`config.mk`:
```
export PLATFORM = sky130hd
export DESIGN_NAME = lse_exec
export DESIGN_NICKNAME = d
export VERILOG_FILES = /design/src/lse_pkg.sv /design/src/lse_addr_calc.sv /design/src/lse_exec.sv
export SDC_FILE = /design/constraint.sdc
export NUM_CORES = 1
export LEC_CHECK = 0
export ABC_CLOCK_PERIOD_IN_PS = 7600
export BUFFER_PORTS_ARGS = -buffer_cell sky130_fd_sc_hd__buf_4
export CAP_MARGIN = 20
export CORE_UTILIZATION = 61
export CTS_BUF_LIST = sky130_fd_sc_hd__clkbuf_2 sky130_fd_sc_hd__clkbuf_4 sky130_fd_sc_hd__clkbuf_8
export CTS_CLUSTER_DIAMETER = 80
export DETAILED_ROUTE_END_ITERATION = 7
export GPL_ROUTABILITY_DRIVEN = 1
export PLACE_DENSITY = 0.89
export SYNTH_ARGS = -nofsm -noshare
export SYNTH_HDL_FRONTEND = slang
export SYNTH_SLANG_ARGS = --single-unit
```
`constraint.sdc`:
```
create_clock -name clk -period 7.6 [get_ports clk]
set_input_delay 0.38 -clock clk [delete_from_list [all_inputs] [get_ports clk]]
set_output_delay 0.38 -clock clk [all_outputs]
set_load 0.005 [all_outputs]
```
`src/lse_pkg.sv`:
```
// shared types and constants of the load/store execution unit
package lse_pkg;
    localparam int AW = 16;
    localparam int DW = 8;
    // cycles per instruction, counted from the accepting edge to the done cycle
    localparam logic [1:0] CYC_MEM = 2'h2;
    localparam logic [1:0] CYC_PMEM = 2'h3;
    localparam logic [1:0] CYC_ONE = 2'h1;
    // values after reset
    localparam logic [15:0] PTR_RST = 16'h0000;
    localparam logic [15:0] SP_RST = 16'h0000;
    localparam logic [4:0] LOW_RESULT_IDX = 5'h00;

    typedef enum logic [3:0] {
        OP_NOP = 4'h0,
        OP_INDIRECT_READ = 4'h1,
        OP_INDIRECT_WRITE = 4'h2,
        OP_DIRECT_READ = 4'h3,
        OP_DIRECT_WRITE = 4'h4,
        OP_PMEM_READ = 4'h5,
        OP_PMEM_READ_LOW = 4'h6,
        OP_PMEM_WRITE = 4'h7,
        OP_IO_READ = 4'h8,
        OP_IO_WRITE = 4'h9,
        OP_PUSH = 4'hA,
        OP_POP = 4'hB,
        OP_SLEEP = 4'hC,
        OP_WATCHDOG_KICK = 4'hD,
        OP_BREAK = 4'hE
    } lse_op_t;

    typedef enum logic [1:0] {
        MODE_PLAIN = 2'b00,
        MODE_POST_INC = 2'b01,
        MODE_PRE_DEC = 2'b10,
        MODE_DISP = 2'b11
    } lse_mode_t;

    typedef enum logic [1:0] {
        PTR_A = 2'b00,
        PTR_B = 2'b01,
        PTR_C = 2'b10
    } lse_ptr_t;

    typedef enum logic [1:0] {
        SQ_IDLE = 2'b00,
        SQ_RUN = 2'b01,
        SQ_WAIT = 2'b10
    } lse_state_t;
endpackage
```
`src/lse_addr_calc.sv`:
```
// pointer address and pointer update calculation
`timescale 1ns/10ps
`default_nettype none
module lse_addr_calc (
    // pointer in
    input wire logic [15:0] ptr,
    input wire lse_pkg::lse_mode_t mode,
    input wire logic [5:0] disp,
    // results
    output logic [15:0] addr,
    output logic [15:0] ptr_new
);
    import lse_pkg::*;

    always_comb
    begin
        addr = ptr;
        ptr_new = ptr;
        unique case (mode)
            MODE_PLAIN:
            begin
                addr = ptr;
            end
            MODE_POST_INC:
            begin
                ptr_new = ptr + 16'h0001;
            end
            MODE_PRE_DEC:
            begin
                addr = ptr - 16'h0001;
                ptr_new = ptr - 16'h0001;
            end
            MODE_DISP:
            begin
                addr = ptr + {10'h000, disp};
            end
        endcase
    end
endmodule
`default_nettype wire

```
`src/lse_exec.sv`:
```
// execution unit for data-transfer and core-control instructions
// Operation
// - post-increment read loads, bumps pointer, two cycles
// - pre-decrement read decrements first, two cycles
// - offset read uses pointer plus displacement
// - direct read from absolute address, two cycles
// - post-increment write stores, bumps pointer, two cycles
// - pre-decrement write decrements first, two cycles
// - offset write at pointer plus displacement
// - direct write to absolute address, two cycles
// - program memory read via ptr_c, three cycles
// - push stores register on stack, two cycles
// - pop loads register from stack, two cycles
// - sleep issues in one cycle
// - watchdog kick issues in one cycle
// - break only signals debug, no flags
`timescale 1ns/10ps
`default_nettype none
module lse_exec (
    // clock and reset
    input wire logic clk,
    input wire logic nrst,
    // decoded instruction
    input wire logic start,
    input wire lse_pkg::lse_op_t op,
    input wire lse_pkg::lse_mode_t mode,
    input wire lse_pkg::lse_ptr_t ptr_sel,
    input wire logic [4:0] reg_idx,
    input wire logic [5:0] disp,
    input wire logic [15:0] abs_addr,
    input wire logic [5:0] io_sel,
    // register file read side
    input wire logic [7:0] src_data,
    input wire logic [7:0] pair_lo,
    input wire logic [7:0] pair_hi,
    // pointer load from register moves
    input wire logic ptr_wr,
    input wire lse_pkg::lse_ptr_t ptr_wr_sel,
    input wire logic [15:0] ptr_wr_val,
    // memory read data and external completion
    input wire logic [7:0] dmem_rdata,
    input wire logic [15:0] pmem_rdata,
    input wire logic [7:0] io_rdata,
    input wire logic pmw_done,
    input wire logic dbg_resume,
    // data memory
    output logic [15:0] dmem_addr,
    output logic [7:0] dmem_wdata,
    output logic dmem_we,
    output logic dmem_re,
    // program memory
    output logic [15:0] pmem_addr,
    output logic [15:0] pmem_wdata,
    output logic pmem_re,
    output logic pmem_we,
    // I/O space
    output logic [5:0] io_addr,
    output logic [7:0] io_wdata,
    output logic io_we,
    output logic io_re,
    // register file write side
    output logic rf_we,
    output logic [4:0] rf_waddr,
    output logic [7:0] rf_wdata,
    // status and core control
    output logic busy,
    output logic done,
    output logic sleep_req,
    output logic wdt_kick,
    output logic brk_req,
    output logic [15:0] ptr_a_q,
    output logic [15:0] ptr_b_q,
    output logic [15:0] ptr_c_q,
    output logic [15:0] sp_q
);
    import lse_pkg::*;

    typedef struct packed {
        lse_state_t sq;
        logic [1:0] cnt;
        logic from_pmem;
        logic hi_byte;
        logic [15:0] pa, pb, pc, sp;
        logic [15:0] daddr;
        logic [7:0] dwdata;
        logic dwe, dre;
        logic [15:0] paddr, pwdata;
        logic pre, pwe;
        logic [5:0] iaddr;
        logic [7:0] iwdata;
        logic iwe, ire;
        logic rwe;
        logic [4:0] rwaddr;
        logic [7:0] rwdata;
        logic bsy, dn, slp, wdk, brk;
    } lse_s_t;

    lse_s_t s_reg;
    lse_s_t s_next;
    lse_ptr_t eff_sel;
    logic [15:0] ptr_cur;
    logic [15:0] calc_addr;
    logic [15:0] calc_ptr;
    logic acc;

    ////////////////////////////////////////////////////////////////////////
    // pointer path

    assign acc = start && (s_reg.sq == SQ_IDLE);
    // program memory forms always address through ptr_c
    assign eff_sel = (op == OP_PMEM_READ || op == OP_PMEM_READ_LOW
                      || op == OP_PMEM_WRITE) ? PTR_C : ptr_sel;
    assign ptr_cur = (eff_sel == PTR_A) ? s_reg.pa :
                     (eff_sel == PTR_B) ? s_reg.pb : s_reg.pc;

    lse_addr_calc u_calc (
        .ptr(ptr_cur),
        .mode(mode),
        .disp(disp),
        .addr(calc_addr),
        .ptr_new(calc_ptr)
    );

    ////////////////////////////////////////////////////////////////////////
    // sequencing

    always_comb
    begin
        s_next = s_reg;
        // strobes last one cycle, except pmem_we and brk_req, which are held until pmw_done or dbg_resume
        s_next.dwe = 1'b0;
        s_next.dre = 1'b0;
        s_next.pre = 1'b0;
        s_next.iwe = 1'b0;
        s_next.ire = 1'b0;
        s_next.rwe = 1'b0;
        s_next.dn = 1'b0;
        s_next.slp = 1'b0;
        s_next.wdk = 1'b0;
        // a pointer load from outside only lands while nothing is accepted
        if (ptr_wr && !acc && s_reg.sq == SQ_IDLE)
        begin
            unique case (ptr_wr_sel)
                PTR_A: s_next.pa = ptr_wr_val;
                PTR_B: s_next.pb = ptr_wr_val;
                default: s_next.pc = ptr_wr_val;
            endcase
        end
        unique case (s_reg.sq)
            SQ_IDLE:
            begin
                if (acc)
                begin
                    s_next.rwaddr = (op == OP_PMEM_READ_LOW) ? LOW_RESULT_IDX
                                                              : reg_idx;
                    s_next.from_pmem = 1'b0;
                    s_next.cnt = CYC_MEM - 2'h2;
                    s_next.sq = SQ_RUN;
                    s_next.bsy = 1'b1;
                    unique case (op)
                        OP_INDIRECT_READ, OP_INDIRECT_WRITE:
                        begin
                            // pointer changes at once; the address is already latched
                            s_next.daddr = calc_addr;
                            s_next.dre = (op == OP_INDIRECT_READ);
                            s_next.dwe = (op == OP_INDIRECT_WRITE);
                            s_next.dwdata = src_data;
                            unique case (eff_sel)
                                PTR_A: s_next.pa = calc_ptr;
                                PTR_B: s_next.pb = calc_ptr;
                                default: s_next.pc = calc_ptr;
                            endcase
                        end
                        OP_DIRECT_READ, OP_DIRECT_WRITE:
                        begin
                            s_next.daddr = abs_addr;
                            s_next.dre = (op == OP_DIRECT_READ);
                            s_next.dwe = (op == OP_DIRECT_WRITE);
                            s_next.dwdata = src_data;
                        end
                        OP_PMEM_READ, OP_PMEM_READ_LOW:
                        begin
                            s_next.paddr = s_reg.pc;
                            s_next.hi_byte = s_reg.pc[0];
                            s_next.pre = 1'b1;
                            s_next.from_pmem = 1'b1;
                            s_next.cnt = CYC_PMEM - 2'h2;
                            if (op == OP_PMEM_READ && mode == MODE_POST_INC)
                            begin
                                s_next.pc = s_reg.pc + 16'h0001;
                            end
                        end
                        OP_PMEM_WRITE:
                        begin
                            s_next.paddr = s_reg.pc;
                            s_next.pwdata = {pair_hi, pair_lo};
                            s_next.pwe = 1'b1;
                            s_next.sq = SQ_WAIT;
                        end
                        OP_PUSH:
                        begin
                            s_next.daddr = s_reg.sp;
                            s_next.dwdata = src_data;
                            s_next.dwe = 1'b1;
                            s_next.sp = s_reg.sp - 16'h0001;
                        end
                        OP_POP:
                        begin
                            s_next.daddr = s_reg.sp + 16'h0001;
                            s_next.dre = 1'b1;
                            s_next.sp = s_reg.sp + 16'h0001;
                        end
                        OP_IO_READ, OP_IO_WRITE:
                        begin
                            // the I/O space answers in the accepting cycle
                            s_next.iaddr = io_sel;
                            s_next.ire = (op == OP_IO_READ);
                            s_next.iwe = (op == OP_IO_WRITE);
                            s_next.iwdata = src_data;
                            s_next.rwe = (op == OP_IO_READ);
                            s_next.rwdata = io_rdata;
                            s_next.sq = SQ_IDLE;
                            s_next.bsy = 1'b0;
                            s_next.dn = 1'b1;
                        end
                        OP_BREAK:
                        begin
                            // held until the debugger lets the core go on
                            s_next.brk = 1'b1;
                            s_next.sq = SQ_WAIT;
                        end
                        default:
                        begin
                            // sleep, watchdog kick and no-op finish in one cycle
                            s_next.slp = (op == OP_SLEEP);
                            s_next.wdk = (op == OP_WATCHDOG_KICK);
                            s_next.sq = SQ_IDLE;
                            s_next.bsy = 1'b0;
                            s_next.dn = 1'b1;
                        end
                    endcase
                end
            end
            SQ_RUN:
            begin
                if (s_reg.cnt == 2'h0)
                begin
                    s_next.sq = SQ_IDLE;
                    s_next.bsy = 1'b0;
                    s_next.dn = 1'b1;
                    // loads write back in the last cycle; stores only finish
                    if (s_reg.from_pmem)
                    begin
                        s_next.rwe = 1'b1;
                        s_next.rwdata = s_reg.hi_byte ? pmem_rdata[15:8] : pmem_rdata[7:0];
                    end
                    else if (s_reg.dre)
                    begin
                        s_next.rwe = 1'b1;
                        s_next.rwdata = dmem_rdata;
                    end
                end
                else
                begin
                    s_next.cnt = s_reg.cnt - 2'h1;
                end
            end
            SQ_WAIT:
            begin
                if ((s_reg.pwe && pmw_done) || (s_reg.brk && dbg_resume))
                begin
                    s_next.pwe = 1'b0;
                    s_next.brk = 1'b0;
                    s_next.sq = SQ_IDLE;
                    s_next.bsy = 1'b0;
                    s_next.dn = 1'b1;
                end
            end
            default:
            begin
                s_next.sq = SQ_IDLE;
                s_next.bsy = 1'b0;
            end
        endcase
    end

    always_ff @(posedge clk)
    begin
        if (!nrst)
        begin
            s_reg <= '0;
            s_reg.pa <= PTR_RST;
            s_reg.pb <= PTR_RST;
            s_reg.pc <= PTR_RST;
            s_reg.sp <= SP_RST;
        end
        else
        begin
            s_reg <= s_next;
        end
    end

    ////////////////////////////////////////////////////////////////////////
    // outputs, all straight from the state register

    assign dmem_addr = s_reg.daddr;
    assign dmem_wdata = s_reg.dwdata;
    assign dmem_we = s_reg.dwe;
    assign dmem_re = s_reg.dre;
    assign pmem_addr = s_reg.paddr;
    assign pmem_wdata = s_reg.pwdata;
    assign pmem_re = s_reg.pre;
    assign pmem_we = s_reg.pwe;
    assign io_addr = s_reg.iaddr;
    assign io_wdata = s_reg.iwdata;
    assign io_we = s_reg.iwe;
    assign io_re = s_reg.ire;
    assign rf_we = s_reg.rwe;
    assign rf_waddr = s_reg.rwaddr;
    assign rf_wdata = s_reg.rwdata;
    assign busy = s_reg.bsy;
    assign done = s_reg.dn;
    assign sleep_req = s_reg.slp;
    assign wdt_kick = s_reg.wdk;
    assign brk_req = s_reg.brk;
    assign ptr_a_q = s_reg.pa;
    assign ptr_b_q = s_reg.pb;
    assign ptr_c_q = s_reg.pc;
    assign sp_q = s_reg.sp;
endmodule
`default_nettype wire

```
==> results.ini, run 1 <==
[run_status]
status = finished clean

[floorplanning]
dieHeight_um = 142.9
pin_count = 280
num_rows = 51
die_area_sq_mm = 0.02041
core_sq_mm = 0.01946
dieWidth_um = 142.9
start_util = 0.6219

[logic_synthesis]
ys_warn_count = 0
synth.avg_cell_area_sq_um = 7.462
ys_top_cells_by_area = dfxtp_1 (27%), buf_4 (9.2%), mux2i_1 (7.3%)
synth-seq-area-share = 0.2729
syn_nets = 1756
synth_top_cell_by_area = dfxtp_1
synthDominantCellAreaShare = 0.2729
yosys_register_bits = 165
synthFlopType = dfxtp_1
synth-edff-count = 0
syn_area_sq_mm = 0.01210
synth_cell_types = 81
netlist_instances = 1622
yosysMostFrequentCell = nand2_1
async_flop_share = 0
synthTopCellsByCount = nand2_1 (199), nor2_1 (171), dfxtp_1 (165)

[finish]
drive_gt1_frac = 0.2289
postLayoutCellArea_sq_mm = 0.01354
areaGrowthSynthToFinish_pct = 11.86
antenna_cells = 0
final_cells = 1951
finalNetCount = 1807

[clock_tree]
cts_sinks = 165
max-clock-path-buffers = 2
clk_pin_slew_ns = 0.12
htree_num_levels = 4
cts_root_buf = clkbuf_8
cts_setup_buffers = 0
cts_tree = yes
hold_buffers = 0
cts_resized = 0
clkLatencyLatePin_ns = 0.50
cts_buffers = 17

[sta]
clock_skew_ns = 0.01955
tightest_slew_ns = 1.117
fmax_mhz = 232.9
slew_violations = 0
maxSlewHeadroom = 0.2501
period_needed_ns = 4.294
grt_setup_unrepaired = false
setup_violations = 0
finalSetupTns_ns = 0
hold_viol = 0
min_period_over_period = 0.5650

[global_routing]
grt_max_degree = 97
overflow = 0
grt_usage = 0.3853
grt_first_pass_wirelength_um = 61210
antenna_found_initial = 0
grt_pass1_vias = 11300

[worst_setup_path]
cp-start-kind = primary input
required_ns = 7.94
critPathSlowestCell = a222oi_1
worstPathMaxFanout = 52
worst_path_most_repeated_cell = buf_4
critPathKind = primary input to register
worstPathArrival_ns = 4.63
max_stage_delay_ns = 0.55
end_kind = register
crit_chain = buf_4 -> or2_1 -> a21oi_4 -> buf_4 -> mux2i_1 -> inv_1 -> ha_1 -> fa_1 -> a21oi_1 -> o211ai_1 -> a222oi_1 -> nor2_1 -> xnor2_1 -> a2111oi_0 -> o41ai_1

[route]
wirelength_um = 40420
vias = 12590
post_drt_wl_per_cell_um = 20.72
drtPass1Iterations = 8
drc = 0
ant_nets = 0
via_per_inst = 6.454
drt_iter0_drc = 1528

[job]
drv_cap = 0

[power_and_ir_drop]
vdd_drop_max_uv = 124.0
p_leak_uw = 0.005571
p_per_area_mw_per_mm2 = 156.6
finalPower_uw = 2120

[placement]
dp_hpwl_um = 29920
dp_cells = 1916
place_area_sq_mm = 0.01308
portBuffers = 279
gp_congestion = 0.9941

[min_path]
min_path_type = primary input to register

## kinds of logic (layout without fill, tap and decap cells)
logic type,Yosys count,after routing,synth area share
xor+xnor,57,57,0.04124
buf+inv,294,358,0.1405
simple gates,533,533,0.1982
compound gates,437,437,0.2278
flops,165,165,0.2729
fa+ha+maj,14,14,0.01499
mux,122,122,0.1044
## worst max-delay path, delay by kind of cell
family	cells	cell delay, ns
buffers and inverters	3	0.88
AND/OR/NAND/NOR	2	0.53
multiplexers	1	0.43
XOR/XNOR	1	0.15
AO/OA/AOI/OAI	6	1.53
adder cells (fa/ha/maj)	2	0.67
## area by class of cell
| class | count | area (sq um) |
|---|---|---|
| clock buffer | 17 | 234.0 |
| clock inverter | 15 | 197.7 |
| fill | 1588 | 5923 |
| inverter | 29 | 110.1 |
| multi-input combinational | 1163 | 7124 |
| sequential | 165 | 3303 |
| tap | 265 | 331.6 |
| timing repair buffer | 297 | 2238 |
## metrics by stage
step / setup WS (ns) / hold WS (ns) / utilization
floorplan: 3.504 / 0.4211 / -
global placement: 3.005 / 0.4423 / 0.6719
detailed placement: 2.890 / 0.4466 / 0.6719
CTS: 3.363 / 0.1051 / 0.6941
global route: 2.972 / 0.1179 / 0.6957
finish: 3.306 / 0.1123 / 0.6957
## per-layer routing
layer,global-route usage,up-vias,wire (um)
met5,0,-,0
met4,0.1788,0,1452
met3,0.08753,134,4511
met2,0.6225,896,18940
met1,0.4861,5840,15520
li1,-,5721,-
## final timing paths
path | from | endpoint | slack, ns | depth (start not counted)
max | op[0] | dmem_addr[6] | 3.31 | 15
min | reg_idx[2] | rf_waddr[2] | 0.11 | 3
max reg2reg | ptr_a_q[0] | dmem_addr[6] | 3.95 | 13
min reg2reg | pmem_addr[0] | pmem_addr[0] | 0.46 | 2
## cell usage in the layout (no fill, tap or decap), types with 12 or more instances in the layout
cell type	instances
a211oi_1	37
a21oi_1	159
a221oi_1	14
a22oi_1	15
and3_1	12
buf_4	294
clkbuf_8	17
dfxtp_1	165
ha_1	12
inv_1	26
mux2_2	34
mux2i_1	88
nand2_1	199
nand3_1	33
nor2_1	171
nor3_1	35
o21ai_0	88
o221ai_1	14
o22ai_1	13
xnor2_1	40
xor2_1	17
## where the power goes
group | switching, uW | internal, uW
clock network | 430 | 258
logic | 290 | 208
registers | 43.3 | 891
total | 763 | 1360
(Power assumes the default switching activity.)
==> run 2, diff against run 1 <==
--- a/config.mk
+++ b/config.mk
@@ -5,15 +5,15 @@
 export SDC_FILE = /design/constraint.sdc
 export NUM_CORES = 1
 export LEC_CHECK = 0
-export ABC_CLOCK_PERIOD_IN_PS = 7600
+export ABC_CLOCK_PERIOD_IN_PS = 3800
 export BUFFER_PORTS_ARGS = -buffer_cell sky130_fd_sc_hd__buf_4
 export CAP_MARGIN = 20
-export CORE_UTILIZATION = 61
+export CORE_UTILIZATION = 51
 export CTS_BUF_LIST = sky130_fd_sc_hd__clkbuf_2 sky130_fd_sc_hd__clkbuf_4 sky130_fd_sc_hd__clkbuf_8
 export CTS_CLUSTER_DIAMETER = 80
 export DETAILED_ROUTE_END_ITERATION = 7
 export GPL_ROUTABILITY_DRIVEN = 1
-export PLACE_DENSITY = 0.89
+export PLACE_DENSITY = 0.79
 export SYNTH_ARGS = -nofsm -noshare
 export SYNTH_HDL_FRONTEND = slang
 export SYNTH_SLANG_ARGS = --single-unit
==> constraint.sdc (replaced) <==
create_clock -name clk -period 3.8 [get_ports clk]
set_input_delay 0.19 -clock clk [delete_from_list [all_inputs] [get_ports clk]]
set_output_delay 0.19 -clock clk [all_outputs]
set_load 0.005 [all_outputs]
==> run 2 against run 1 <==
Compared with the run above: sequential share of layout area is 1.2 points lower; register-to-register slack worse by 3.7 ns; wire length is 5.2% higher; count of clock-buffer cells in the layout stayed put; core utilization is 8.7 points lower; sequential cell count stayed put; worst setup slack worse by 3.0 ns; clock skew hardly changed; largest power group unchanged.
==> results.ini, run 2 (synthesis results as in run 1) <==
[global_routing]
grt_first_pass_wirelength_um = 65230  ; was 61,210 um
overflow = 0  ; unchanged
grt_max_degree = 84  ; was 97
grt_pass1_vias = 11660  ; was 11,300
grt_usage = 0.3423  ; was 0.3853
antenna_found_initial = 0  ; unchanged

[power_and_ir_drop]
p_int_uw = 2765  ; was 1357 uW
p_comb_frac = 0.251  ; was 0.235
vdd_drop_max_uv = 244.6  ; was 124.0 uV
p_per_area_mw_per_mm2 = 302.3  ; was 156.6 mW/mm^2
p_switching_uw = 1542  ; was 763.2 uW
switching_share = 0.3580  ; was 0.3600
finalPower_uw = 4306  ; was 2120 uW
clock_power_share = 0.318  ; was 0.324
p_leak_uw = 0.005907  ; was 0.005571 uW
power_frac_seq = 0.431  ; was 0.441

[clock_tree]
cts_sinks = 165  ; unchanged
cts_resized = 0  ; unchanged
cts_tree = yes  ; unchanged
max-clock-path-buffers = 2  ; unchanged
clk_pin_slew_ns = 0.11  ; was 0.12 ns
cts_buffers = 17  ; unchanged
cts_root_buf = clkbuf_8  ; unchanged
htree_num_levels = 4  ; unchanged
clkLatencyLatePin_ns = 0.50  ; about the same

[placement]
dp_hpwl_um = 31140  ; was 29,920 um
gp_congestion = 0.9799  ; was 0.9941
place_area_sq_mm = 0.01347  ; was 0.01308 sq mm
dp_cells = 2013  ; was 1,916
portBuffers = 279  ; unchanged

[finish]
nFillCells = 2132  ; was 1,588
finalNetCount = 1882  ; was 1,807
antenna_cells = 0  ; unchanged
final_common_cell = buf_4  ; unchanged
postLayoutCellArea_sq_mm = 0.01424  ; was 0.01354 sq mm
drive_gt1_frac = 0.2419  ; was 0.2289
areaGrowthSynthToFinish_pct = 17.68  ; was 11.86%
final_cell_mix = buf_4 (337), nand2_1 (199), nor2_1 (171), dfxtp_1 (165), a21oi_1 (159)  ; was buf_4 (294), nand2_1 (199), nor2_1 (171), dfxtp_1 (165), a21oi_1 (159)
final_cells = 2080  ; was 1,951

[route]
drt_iter0_drc = 1301  ; was 1,528
vias = 12670  ; was 12,590
drc = 0  ; unchanged
via_per_inst = 6.090  ; was 6.454
wirelength_um = 42510  ; was 40,420 um
post_drt_wl_per_cell_um = 20.44  ; was 20.72 um
ant_nets = 0  ; unchanged
drtPass1Iterations = 7  ; was 8

[sta]
hold_viol = 0  ; unchanged
hold_slack_ns = 0.04459  ; was 0.1123 ns
setup_violations = 0  ; unchanged
min_period_over_period = 0.9317
period_needed_ns = 3.540
grt_setup_unrepaired = false  ; unchanged
clock_skew_ns = 0.01974  ; was 0.01955 ns
slew_violations = 0  ; unchanged
maxSlewHeadroom = 0.2774  ; was 0.2501
tightest_slew_ns = 1.078  ; was 1.117 ns
fmax_mhz = 282.5
finalSetupTns_ns = 0  ; unchanged

[worst_setup_path]
worstPathArrival_ns = 3.90  ; was 4.63 ns
critPathSlowestCell = a222oi_1  ; unchanged
required_ns = 4.16  ; was 7.94 ns
cp-start-kind = register  ; was primary input
critPathKind = register to register  ; was primary input to register
worstPathMaxFanout = 4  ; was 52
end_kind = register  ; unchanged
max_stage_delay_ns = 0.54  ; was 0.55 ns
crit_chain = nor2b_1 -> a21o_1 -> mux2i_2 -> inv_1 -> ha_1 -> fa_1 -> a21oi_1 -> o211ai_1 -> a222oi_1 -> nor2_1 -> xnor2_1 -> a2111oi_0 -> o41ai_1  ; was buf_4 -> or2_1 -> a21oi_4 -> buf_4 -> mux2i_1 -> inv_1 -> ha_1 -> fa_1 -> a21oi_1 -> o211ai_1 -> a222oi_1 -> nor2_1 -> xnor2_1 -> a2111oi_0 -> o41ai_1

[floorplanning]
dieHeight_um = 156.1  ; was 142.9 um
die_area_sq_mm = 0.02435  ; was 0.02041 sq mm
num_rows = 56  ; was 51
core_sq_mm = 0.02340  ; was 0.01946 sq mm
dieWidth_um = 156.1  ; was 142.9 um
pin_count = 280  ; unchanged
start_util = 0.5172  ; was 0.6219

[job]
drv_cap = 0  ; unchanged

[min_path]
min_path_type = primary input to register  ; unchanged

[run_status]
status = finished clean  ; unchanged

[run 2: worst max-delay path, delay by kind of cell (launching register included)]
family | cells | cell delay (ns)
AO/OA/AOI/OAI | 6 | 1.58
adder cells (fa/ha/maj) | 2 | 0.66
flip-flops | 1 | 0.36
AND/OR/NAND/NOR | 2 | 0.30
multiplexers | 1 | 0.23
XOR/XNOR | 1 | 0.16
buffers and inverters | 1 | 0.13
[run 2: power by group through the flow]
| stage | registers, uW | logic (uW) | clock network (uW) |
|---|---|---|---|
| final | 1850 | 1080 | 1370 |
| after detailed placement | 1890 | 1020 | 0 |
| after floorplan | 1850 | 691 | 0 |
| after global routing | 1860 | 1160 | 1440 |
| after global placement | 1890 | 1010 | 0 |
| after CTS | 1850 | 1060 | 1370 |
[run 2: path summary, 6_finish.rpt]
| kind | depth (start not counted) | endpoint | slack (ns) | from |
|---|---|---|---|---|
| worst min register to register | 2 | pmem_wdata[14] | 0.46 | pmem_wdata[14] |
| worst min-delay path | 5 | rf_wdata[1] | 0.04 | io_rdata[1] |
| worst max-delay path | 13 | dmem_addr[6] | 0.26 | ptr_a_q[0] |
| worst max register to register | 13 | dmem_addr[6] | 0.26 | ptr_a_q[0] |
[run 2: final cells by class]
cell class	instances	area, sq um	share of cell area
Inverter	29	110.1	0.007730
Clock inverter	15	193.9	0.01362
Multi-Input combinational cell	1163	7123	0.5001
Clock buffer	17	234.0	0.01643
Timing Repair Buffer	372	2880	0.2022
Sequential cell	165	3303	0.2319
Tap cell	319	399.1	0.02802
[run 2: through the flow]
stage	utilization	setup WS, ns
global placement	0.5754	0.1894
global route	0.6086	0.02371
CTS	0.6086	0.2851
finish	0.6086	0.2597
detailed placement	0.5754	0.03805
floorplan	-	0.01473
[run 2: what timing repair did]
item                                   CTS  global route
endpoints found under the hold margin   43             0
hold buffers                            35             0
setup buffers                            0             0
setup endpoints to repair                0             0
[run 2: metal layers]
| layer | track usage | vias to the layer above | routed length [um] |
|---|---|---|---|
| met5 | 0 | - | 22 |
| met4 | 0.1218 | 2 | 1539 |
| met3 | 0.07167 | 146 | 4238 |
| met2 | 0.5593 | 781 | 19750 |
| met1 | 0.4437 | 5870 | 16960 |
| li1 | - | 5868 | - |
